## config.mk

```make
export PLATFORM = sky130hd
export DESIGN_NAME = self_polling_timer_wakeup
export DESIGN_NICKNAME = d
export VERILOG_FILES = /design/src/verilog/self_polling_timer_wakeup.v /design/src/verilog/tick_divider.v
export VERILOG_INCLUDE_DIRS = /design/src /design/src/verilog
export SDC_FILE = /design/constraint.sdc
export NUM_CORES = 1
export LEC_CHECK = 0
export BUFFER_PORTS_ARGS = -buffer_cell sky130_fd_sc_hd__buf_2
export CAP_MARGIN = 5
export CORE_ASPECT_RATIO = 0.9
export CORE_MARGIN = 5
export CORE_UTILIZATION = 45
export DETAILED_ROUTE_END_ITERATION = 6
export PLACE_DENSITY_LB_ADDON = 0.3
export REMOVE_ABC_BUFFERS = 1
export SLEW_MARGIN = 20
export SYNTH_ARGS = -nofsm -noshare
export SYNTH_HDL_FRONTEND = slang
export SYNTH_SLANG_ARGS = --single-unit
```

## constraint.sdc

```tcl
create_clock -name clk -period 3.98 [get_ports clk]
set_clock_uncertainty 0.2 [all_clocks]
set_input_delay 0.398 -clock clk [delete_from_list [all_inputs] [get_ports clk]]
set_output_delay 0.398 -clock clk [all_outputs]
set_load 0.05 [all_outputs]
```

## src/verilog/poll_timer_regs.vh

```
// Purpose: Named constants for the self polling timer block
// Assumes: Included by bare name from design files
// Notes: Definitions only
`ifndef POLL_TIMER_REGS_VH
`define POLL_TIMER_REGS_VH
`define PRESCALE_DIV 64
`define PRESCALE_W 7
`define PRESCALE_COUNT 7'h40
`define TIME_W 16
`define RSSI_W 8
`define CFG_A 2'h0
`define CFG_LAST 2'h3
`define CH_COUNT_MAX 2'h3
`endif

```

## src/verilog/self_polling_timer_wakeup.v

```verilog
// Purpose: Polling timer and wake-up decision for autonomous self polling
// Assumes: Configuration ports are static while polling; rssi from same clock
// Notes: On/Off counters advance once per reference tick, period counter once per master period
// Notes on behaviour
// RULE1: Strong signal leaves polling for run state
// RULE2: Reference timer divides clk/64 by divider
// RULE3: Fixed On per config, shared Off time
// RULE4: Single configuration polls only configuration A
// RULE5: Multi configuration cycles up to four
// RULE6: On time applied to each channel
// RULE7: Window end wakes above threshold and upper
// RULE8: No wake keeps peak tracking running
// RULE9: On end wakes outside band above threshold
// RULE10: Wake freezes peak, enters run state
// RULE11: Idle selection skips some polling periods
// RULE12: M active periods then N idle
// RULE13: Reference, on-off, period timers plus FSM
// RULE14: Polling starts when mode select set
// RULE15: At most three channels per configuration
// RULE16: Timeout or end of message restarts On
// RULE17: Reference tick single cycle, then reload
// RULE18: Peak cleared at each On start
`timescale 1ns/1ps
`include "poll_timer_regs.vh"
module self_polling_timer_wakeup #(
   parameter TW = `TIME_W,
   parameter RW = `RSSI_W
)(
   clk,
   reset,
   polling_mode_select,
   multi_config_enable,
   config_count,
   polling_reference_divider,
   on_time_cfg_a_low,
   on_time_cfg_a_high,
   on_time_cfg_b_low,
   on_time_cfg_b_high,
   on_time_cfg_c_low,
   on_time_cfg_c_high,
   on_time_cfg_d_low,
   on_time_cfg_d_high,
   off_time_low,
   off_time_high,
   channel_config_a,
   channel_config_b,
   channel_config_c,
   channel_config_d,
   observation_window,
   wake_strength_threshold,
   wake_band_upper_limit,
   wake_band_lower_limit,
   active_idle_enable,
   active_period_count,
   idle_period_count,
   rssi_sample,
   timeout_event,
   end_of_message_event,
   self_polling_state,
   run_after_polling,
   receiver_on,
   active_config,
   active_channel,
   wake_signal_peak,
   wake_pulse
);
   input wire clk;
   input wire reset;
   input wire polling_mode_select;
   input wire multi_config_enable;
   input wire [1:0] config_count;
   input wire [7:0] polling_reference_divider;
   input wire [7:0] on_time_cfg_a_low;
   input wire [7:0] on_time_cfg_a_high;
   input wire [7:0] on_time_cfg_b_low;
   input wire [7:0] on_time_cfg_b_high;
   input wire [7:0] on_time_cfg_c_low;
   input wire [7:0] on_time_cfg_c_high;
   input wire [7:0] on_time_cfg_d_low;
   input wire [7:0] on_time_cfg_d_high;
   input wire [7:0] off_time_low;
   input wire [7:0] off_time_high;
   input wire [1:0] channel_config_a;
   input wire [1:0] channel_config_b;
   input wire [1:0] channel_config_c;
   input wire [1:0] channel_config_d;
   input wire [TW-1:0] observation_window;
   input wire [RW-1:0] wake_strength_threshold;
   input wire [RW-1:0] wake_band_upper_limit;
   input wire [RW-1:0] wake_band_lower_limit;
   input wire active_idle_enable;
   input wire [7:0] active_period_count;
   input wire [7:0] idle_period_count;
   input wire [RW-1:0] rssi_sample;
   input wire timeout_event;
   input wire end_of_message_event;
   output wire self_polling_state;
   output wire run_after_polling;
   output wire receiver_on;
   output reg [1:0] active_config;
   output reg [1:0] active_channel;
   output reg [RW-1:0] wake_signal_peak;
   output reg wake_pulse;

   reg [2:0] state_q;
   reg [TW-1:0] time_q;
   reg [TW-1:0] win_q;
   reg [RW-1:0] peak_q;
   reg [7:0] period_q;
   reg idle_phase_q;
   wire pre_tick;
   wire ref_tick;
   reg [TW-1:0] on_time;
   reg [1:0] ch_cfg;
   wire [1:0] ch_last;
   wire [1:0] cfg_last;
   wire [TW-1:0] off_time;
   wire [RW-1:0] peak_now;
   wire win_end;
   wire on_end;
   wire wake_win;
   wire wake_end;
   wire [TW-1:0] one_t;
   localparam [2:0] ST_IDLE = 3'h0, ST_ON = 3'h1, ST_OFF = 3'h2, ST_SKIP = 3'h3, ST_RUN = 3'h4; // Control states

   assign one_t = {{(TW-1){1'b0}}, 1'b1};
   assign off_time = {off_time_high, off_time_low};

   // System clock prescaler that enables the reference timer
   tick_divider #(.W(`PRESCALE_W)) u_prescale ( // RULE2
      .clk(clk),
      .reset(reset),
      .en(1'b1),
      .div(`PRESCALE_COUNT),
      .tick(pre_tick)
   );
   // Reference timer, one-cycle tick then reload
   tick_divider #(.W(8)) u_reference ( // RULE13
      .clk(clk),
      .reset(reset),
      .en(pre_tick),
      .div(polling_reference_divider),
      .tick(ref_tick)
   ); // RULE17

   // On time and channel set of the active configuration
   always @*
   begin
      case (active_config)
         2'h0: begin on_time = {on_time_cfg_a_high, on_time_cfg_a_low}; ch_cfg = channel_config_a; end
         2'h1: begin on_time = {on_time_cfg_b_high, on_time_cfg_b_low}; ch_cfg = channel_config_b; end
         2'h2: begin on_time = {on_time_cfg_c_high, on_time_cfg_c_low}; ch_cfg = channel_config_c; end
         default: begin on_time = {on_time_cfg_d_high, on_time_cfg_d_low}; ch_cfg = channel_config_d; end
      endcase // RULE3
   end

   // Channel count limited to three, config count to four
   assign ch_last = (ch_cfg >= `CH_COUNT_MAX) ? 2'h2 : ((ch_cfg == 2'h0) ? 2'h0 : ch_cfg - 2'h1); // RULE15
   assign cfg_last = multi_config_enable ? config_count : `CFG_A; // RULE4 RULE5

   // Peak including current sample
   assign peak_now = (rssi_sample > peak_q) ? rssi_sample : peak_q;
   assign win_end = ref_tick && (win_q + one_t >= observation_window);
   assign on_end = ref_tick && (time_q + one_t >= on_time);
   assign wake_win = (peak_now > wake_strength_threshold) && (peak_now > wake_band_upper_limit); // RULE7
   assign wake_end = (peak_now > wake_strength_threshold) &&
      ((peak_now < wake_band_lower_limit) || (peak_now > wake_band_upper_limit)); // RULE9

   assign self_polling_state = (state_q != ST_IDLE) && (state_q != ST_RUN);
   assign run_after_polling = (state_q == ST_RUN);
   assign receiver_on = (state_q == ST_ON) || (state_q == ST_RUN);

   // Polling control state machine
   always @(posedge clk)
   begin
      if (reset)
      begin
         state_q <= ST_IDLE;
         time_q <= {TW{1'b0}};
         win_q <= {TW{1'b0}};
         peak_q <= {RW{1'b0}};
         period_q <= 8'h00;
         idle_phase_q <= 1'b0;
         active_config <= `CFG_A;
         active_channel <= 2'h0;
         wake_signal_peak <= {RW{1'b0}};
         wake_pulse <= 1'b0;
      end
      else
      begin
         wake_pulse <= 1'b0;
         if (!polling_mode_select)
         begin
            state_q <= ST_IDLE;
         end
         else
         begin
            case (state_q)
               ST_IDLE:
               begin
                  state_q <= ST_ON; // RULE14
                  active_config <= `CFG_A;
                  active_channel <= 2'h0;
                  time_q <= {TW{1'b0}};
                  win_q <= {TW{1'b0}};
                  peak_q <= {RW{1'b0}};
                  period_q <= 8'h00;
                  idle_phase_q <= 1'b0;
               end
               ST_ON:
               begin
                  peak_q <= peak_now; // RULE8
                  if (ref_tick)
                  begin
                     time_q <= time_q + one_t;
                     win_q <= win_end ? {TW{1'b0}} : win_q + one_t;
                  end
                  if ((win_end && wake_win) || (on_end && wake_end))
                  begin
                     wake_signal_peak <= peak_now; // RULE10
                     wake_pulse <= 1'b1;
                     state_q <= ST_RUN; // RULE1
                  end
                  else if (on_end)
                  begin
                     time_q <= {TW{1'b0}};
                     win_q <= {TW{1'b0}};
                     peak_q <= {RW{1'b0}}; // RULE18
                     if (active_channel < ch_last)
                        active_channel <= active_channel + 2'h1; // RULE6
                     else
                     begin
                        active_channel <= 2'h0;
                        if (active_config < cfg_last)
                           active_config <= active_config + 2'h1; // RULE5
                        else
                        begin
                           active_config <= `CFG_A;
                           state_q <= ST_OFF; // RULE3
                        end
                     end
                  end
               end
               ST_OFF, ST_SKIP:
               begin
                  if (ref_tick)
                     time_q <= time_q + one_t;
                  if (ref_tick && (time_q + one_t >= off_time))
                  begin
                     // Master period ended: count active or idle periods
                     time_q <= {TW{1'b0}};
                     if (!active_idle_enable)
                        state_q <= ST_ON; // RULE11
                     else if (!idle_phase_q)
                     begin
                        if (period_q + 8'h01 >= active_period_count)
                        begin
                           period_q <= 8'h00;
                           idle_phase_q <= (idle_period_count != 8'h00);
                           state_q <= (idle_period_count != 8'h00) ? ST_SKIP : ST_ON;
                        end
                        else
                        begin
                           period_q <= period_q + 8'h01;
                           state_q <= ST_ON;
                        end
                     end
                     else if (period_q + 8'h01 >= idle_period_count)
                     begin
                        period_q <= 8'h00;
                        idle_phase_q <= 1'b0;
                        state_q <= ST_ON; // RULE12
                     end
                     else
                     begin
                        period_q <= period_q + 8'h01;
                        state_q <= ST_SKIP; // RULE12
                     end
                  end
               end
               ST_RUN:
               begin
                  if (timeout_event || end_of_message_event)
                  begin
                     state_q <= ST_ON; // RULE16
                     time_q <= {TW{1'b0}};
                     win_q <= {TW{1'b0}};
                     peak_q <= {RW{1'b0}};
                  end
               end
               default:
                  state_q <= ST_IDLE;
            endcase
         end
      end
   end
endmodule // self_polling_timer_wakeup

```

## src/verilog/tick_divider.v

```verilog
// Purpose: Counts enable pulses up to a divider value and emits one tick
// Assumes: Divider value of zero behaves like one
// Notes: Used for the reference timer and the system clock prescaler
`timescale 1ns/1ps
module tick_divider #(
   parameter W = 8
)(
   clk,
   reset,
   en,
   div,
   tick
);
   input wire clk;
   input wire reset;
   input wire en;
   input wire [W-1:0] div;
   output wire tick;
   reg [W-1:0] cnt_q;
   wire last;
   assign last = (cnt_q + {{(W-1){1'b0}}, 1'b1} >= div);
   assign tick = en & last;
   // Count enables, reload on the last one
   always @(posedge clk)
   begin
      if (reset)
         cnt_q <= {W{1'b0}};
      else if (en)
         cnt_q <= last ? {W{1'b0}} : cnt_q + {{(W-1){1'b0}}, 1'b1}; // RULE17
   end
endmodule // tick_divider

```

# Yosys cells after proc, flatten, opt, wreduce, memory -nomap -nowiden
# Index checks and enable logic that the tools add are counted.
# op_classes
add_sub_neg	8
div_mod_pow	0
multipliers	0
muxes	56
shift	0
n_bitwise	3
magnitude_cmp	14
n_eq_ne	16
n_reduce_logical	32
# op_table
operator	count
2-to-1 mux 16 bit	9
case mux 16 bit (3 select lines)	2
2-to-1 mux 8 bit	10
case mux 16 bit (4 select lines)	1
>= comparator 16 bit	3
adder 16 x 1 -> 16 bit (second input constant)	2
2-to-1 mux 2 bit	13
>= comparator 8 bit	3
> comparator 8 bit	3
2-to-1 mux 3 bit	8
case mux 8 bit (3 select lines)	1
adder 8 x 1 -> 8 bit (second input constant)	2
case mux 8 bit (2 select lines)	1
case mux 3 bit (4 select lines)	1
inequality test 2 bit (second input constant)	5
AND reduction 5 bit	2
inequality test 3 bit (second input constant)	3
AND reduction 3 bit	3
logical AND 1 bit	8
< comparator 8 bit	1
case mux 2 bit (2 select lines)	2
AND reduction 4 bit	2
nonzero test 8 bit	1
adder 7 x 1 -> 7 bit (second input constant)	1
25 further kinds	42
# totals
mem_count	0
wordCells	141
mem_bits_rw	0
out_inout_bits	16
latch_bits	0
mem_bits_ro	0
regBits	80
inputBits	169

# Depth between registers and ports, before layout
# depth
word_depth	10
mapped_depth	22

# By module
# From an unflattened synthesis, not the netlist that was laid out.
# unflattened
cells_unflattened	949
area_unflattened_um2	7576.0
# modules_own_cells
mod	area_per_inst_um2	cells_per_inst	n_inst
self_polling_timer_wakeup	6379.9	811	1
tick_divider at u_reference	645.6	76	1
tick_divider at u_prescale	550.5	62	1

# Worst setup path before layout
# OpenSTA, ideal clock, no wires.
# synth_path
path_type	flip-flop to flip-flop
from	register time_q[2]
to	register time_q[10]
t_required_ns	3.663
slack_ns	-0.423
n_path_buf	2
setup_time_ns	0.117
arrival_ns	4.085
stages_incl_launch_ff	20
path_cell_list	dfxtp_1 and3_1 and3_1 and3_1 and3_1 clkbuf_1 nand3_1 and2_1 or2_2 ha_1 and4_1 a2111oi_0 a31oi_1 o221a_1 o211ai_1 a211o_4 a21oi_2 o21a_1 buf_4 a32o_1
# synth_between
elab_chain_cells	7
# synth_lines
element	line_no	text
from (decl)	self_polling_timer_wakeup.v:106	reg [TW-1:0] time_q;
from (signal assigned)	self_polling_timer_wakeup.v:179	time_q <= {TW{1'b0}};
from (signal assigned)	self_polling_timer_wakeup.v:204	time_q <= {TW{1'b0}};
from (signal assigned)	self_polling_timer_wakeup.v:215	time_q <= time_q + one_t;
adder 16 x 1 -> 16 bit *	n/a	
>= comparator 16 bit	self_polling_timer_wakeup.v:164	assign on_end = ref_tick && (time_q + one_t >= on_time);
logical AND 1 bit	self_polling_timer_wakeup.v:164	
logical AND 1 bit	self_polling_timer_wakeup.v:218	if ((win_end && wake_win) || (on_end && wake_end))
logical OR 1 bit	self_polling_timer_wakeup.v:218	
2-to-1 mux 16 bit	self_polling_timer_wakeup.v:218	
case mux 16 bit (4 select lines) *	self_polling_timer_wakeup.v:198	case (state_q)
# Mark *: on every way between the ends. The rest lies on a longest branch, timed or not.
# A chain may end at the register's enable or synchronous reset.

# Final worst setup path
# layout_path
from	register peak_q[5]
to	register peak_q[7]
# layout_between
elab_chain_cells	9
# layout_lines
element	line_no	text
from (decl)	self_polling_timer_wakeup.v:108	reg [RW-1:0] peak_q;
from (signal assigned)	self_polling_timer_wakeup.v:181	peak_q <= {RW{1'b0}};
from (signal assigned)	self_polling_timer_wakeup.v:206	peak_q <= {RW{1'b0}};
from (signal assigned)	self_polling_timer_wakeup.v:212	peak_q <= peak_now;
> comparator 8 bit *	self_polling_timer_wakeup.v:162	assign peak_now = (rssi_sample > peak_q) ? rssi_sample : peak_q;
2-to-1 mux 8 bit *	self_polling_timer_wakeup.v:162	
via peak_now[4]	self_polling_timer_wakeup.v:118	wire [RW-1:0] peak_now;
< comparator 8 bit or > comparator 8 bit (tied branches)	self_polling_timer_wakeup.v:167, self_polling_timer_wakeup.v:165	
logical OR 1 bit	self_polling_timer_wakeup.v:167	((peak_now < wake_band_lower_limit) || (peak_now > wake_band_upper_limit));
logical AND 1 bit	self_polling_timer_wakeup.v:166	assign wake_end = (peak_now > wake_strength_threshold) &&
logical AND 1 bit	self_polling_timer_wakeup.v:218	
logical OR 1 bit *	self_polling_timer_wakeup.v:218	
2-to-1 mux 8 bit *	self_polling_timer_wakeup.v:218	
case mux 8 bit (3 select lines) *	self_polling_timer_wakeup.v:198	
# The timed path passes the listed nets; every way through them passes the cells marked *.

==> flow_metrics.tcl <==
set metrics [dict create \
    h-tree-depth 3 \
    crit_chain "inv_1 -> ha_1 -> a211o_1 -> a21oi_2 -> nor2b_4 -> nor2_4 -> buf_4 -> o21ai_0 -> buf_4 -> ha_1 -> a21oi_1 -> o21ai_0 -> buf_4 -> o221a_1 -> o211ai_1 -> buf_4 -> a211o_4 -> o21ai_4 -> nand4_4 -> o21ai_1" \
    hold_violations 0 \
    setup_ws_ns -0.178 \
    finalMaxSlewViolations 0 \
    critPathMaxFanout 7 \
    cts_buffers 9 \
    drc 0 \
    dominantRegCellSynth "dfxtp_1" \
    hold_ws_ns 0.245 \
    placed_cell_area_mm2 0.00923 \
    drt-vias-per-instance 5.38 \
    dieArea_mm2 0.0189 \
    synth_seq_cells 80 \
    pin_count 185 \
    cp-start-kind "register" \
    crit_type "reg -> reg" \
    cp_slowest_stage_delay_ns 0.34 \
    rows 44 \
    cts_buffer_depth 2 \
    die_h_um 131 \
    regArea_mm2 0.00161 \
    yosys_warnings 0 \
    max_slew.worst_pin.slew_ns 0.792 \
    grt_overflow 0 \
    postSynthCellCount 950 \
    core_area_mm2 0.0161 \
    critPathCaptureType "register" \
    cts_tree "yes" \
    fin_crit_sh 1.04 \
    hold_path_class "in -> reg" \
    yosys.cell_types.count 76 \
    cp_common_cell "buf_4" \
    place_congestion 0.877 \
    max_freq_mhz 240 \
    fin_area_mm2 0.0101 \
    yosysTopAreaCell "dfxtp_1" \
    cp_top_family "compound AO/OA/AOI/OAI gates" \
    power_uw 2220 \
    fillers 1453 \
    synth_top_area_frac 0.219 \
    postRouteWirelength_um 21800 \
    area_growth_pct 38.0 \
    cap_violations 0 \
    initial_core_util 0.455 \
    cp.required_ns 4.06 \
    cp_slowest_cell "dfxtp_1" \
    firstDrtPassIters 5 \
    async_reset_ff_frac 0 \
    synth_enable_flop_cells 0 \
    grt_pass1_vias 7499 \
    final_cell_count_no_fill 1439 \
    io_buffers 184 \
    antenna-diode-count 0 \
    wire_per_inst_um 15.1 \
    yosysMostFrequentCell "ha_1" \
    dr.first_iter.drc_count 392 \
    grt_pass1_wl_um 34700 \
    p_leak_uw 0.00504 \
    crit_arrival_ns 4.24 \
    syn_area_mm2 0.00732 \
    vias 7742 \
    rsz0062_at_grt "yes" \
    slew_headroom 0.468 \
    track_usage 0.227 \
    cts.root.buffer_cell "clkbuf_16" \
    p_per_area_mw_per_mm2 220 \
    multiInputGateArea_mm2 0.00569 \
    ir_worst_vdd_uv 222 \
    yosys-top-cells-area "dfxtp_1 (22%), ha_1 (19%), nand2_1 (5.3%)" \
    dp_cells 1416 \
    path_clk_slew_ns 0.07 \
    synth.cells.most_frequent "ha_1 (112), nand2_1 (103), inv_1 (102)" \
    setup_viol 52 \
    insertion_delay_ns 0.35 \
    grt_max_degree 34 \
    fin_crit_ns 4.16 \
    ant_nets 0 \
    drive_gt1_frac 0.337 \
    detailed_place_hpwl_um 17400 \
    avgSynthCellArea_um2 7.70 \
    antenna_found_initial 0 \
    fin_nets 1508 \
    status "complete, but fails checks" \
    die_x_um 144 \
    numClockSinks 80 \
    crit_buf_inv 5 \
    synth-seq-area-share 0.219 \
    violations "setup timing" \
]
## cell families (layout without fill, tap and decap cells)
kind of cell / count (synthesis) / after routing / synth area share
multiplexers: 11 / 11 / 0.0152
AO/OA/AOI/OAI: 248 / 248 / 0.228
XOR/XNOR: 44 / 44 / 0.0552
flip-flops: 80 / 80 / 0.219
buffers and inverters: 131 / 413 / 0.0689
AND/OR/NAND/NOR: 323 / 323 / 0.222
other: 1 / 1 / 0.000513
adder cells (fa/ha/maj): 112 / 112 / 0.192
## power by group
group | switching [uW] | leakage, uW | total (uW) | internal, uW
logic | 292 | 0.00424 | 545 | 252
registers | 11.8 | 0.000647 | 821 | 809
clock network | 363 | 0.000148 | 857 | 493
## worst register-to-register path, cell delays in order (launching register included)
cell and delay [ns]:
dfxtp_1 0.34, inv_1 0.07, ha_1 0.29, a211o_1 0.27, a21oi_2 0.18, nor2b_4 0.19, nor2_4 0.07, buf_4 0.16
o21ai_0 0.16, buf_4 0.17, ha_1 0.15, a21oi_1 0.06, o21ai_0 0.29, buf_4 0.18, o221a_1 0.17, o211ai_1 0.10
buf_4 0.17, a211o_4 0.31, o21ai_4 0.15, nand4_4 0.23, o21ai_1 0.20
## routing by layer
| layer | share of wire | GRT usage | vias to the layer above |
|---|---|---|---|
| met3 | 0.066 | 0.0535 | 28 |
| li1 | - | - | 3949 |
| met2 | 0.48 | 0.393 | 226 |
| met4 | 0.019 | 0.0592 | 0 |
| met5 | 0 | 0 | - |
| met1 | 0.44 | 0.286 | 3539 |
## what timing repair did
action / in CTS / in global routing
gates cloned: 0 / 0
pin swaps: 34 / 42
endpoints found under the setup margin: 64 / 64
hold buffers: 0 / 0
resized for setup: 57 / 53
setup buffers: 3 / 5
## final cells by class
class                   count  area share
multi-input cells         739       0.564
repair buffers            295       0.183
flip-flops and latches     80       0.159
inverters                 102      0.0379
well taps                 207      0.0257
clock buffers               9      0.0223
clock inverters             7     0.00793
## sequential cells by signal (all words and copies together), names as in the netlist, 3 cells and up
| name | cells |
|---|---|
| time_q | 16 |
| period_q | 8 |
| state_q | 3 |
| u_prescale.cnt_q | 7 |
| win_q | 16 |
| u_reference.cnt_q | 8 |
| peak_q | 8 |
| wake_signal_peak | 8 |
## final timing paths
check	cells past startpoint	start	end	slack, ns
worst max-delay path	20	peak_q[5]$_SDFFE_PP0P_	peak_q[7]$_SDFFE_PP0P_	-0.18
worst min-delay path	3	polling_mode_select	wake_pulse$_SDFF_PP0_	0.25
worst max register to register	20	peak_q[5]$_SDFFE_PP0P_	peak_q[7]$_SDFFE_PP0P_	-0.18
worst min register to register	2	peak_q[7]$_SDFFE_PP0P_	peak_q[7]$_SDFFE_PP0P_	0.25
## through the flow
stage | worst slack, ns | TNS [ns] | utilization
2_1_floorplan | -0.295 | -10.91 | -
3_3_place_gp | -0.398 | -17.49 | 0.574
3_5_place_dp | -0.462 | -21.27 | 0.574
4_1_cts | -0.0594 | -1.19 | 0.611
5_1_grt | -0.395 | -17.88 | 0.628
6_report | -0.178 | -5.70 | 0.628
## placed cells by master (no fill, tap or decap), types with 21 or more instances in the layout
| cell | count |
|---|---|
| xnor2_1 | 21 |
| o21ai_1 | 23 |
| nor2_1 | 48 |
| o21ai_0 | 56 |
| dfxtp_1 | 77 |
| buf_4 | 100 |
| nand3_1 | 32 |
| nand2_1 | 100 |
| inv_1 | 101 |
| ha_1 | 105 |
| nand2b_1 | 23 |
| a21oi_1 | 40 |
| buf_2 | 184 |
No activity file was read; power rests on OpenSTA's default activity.
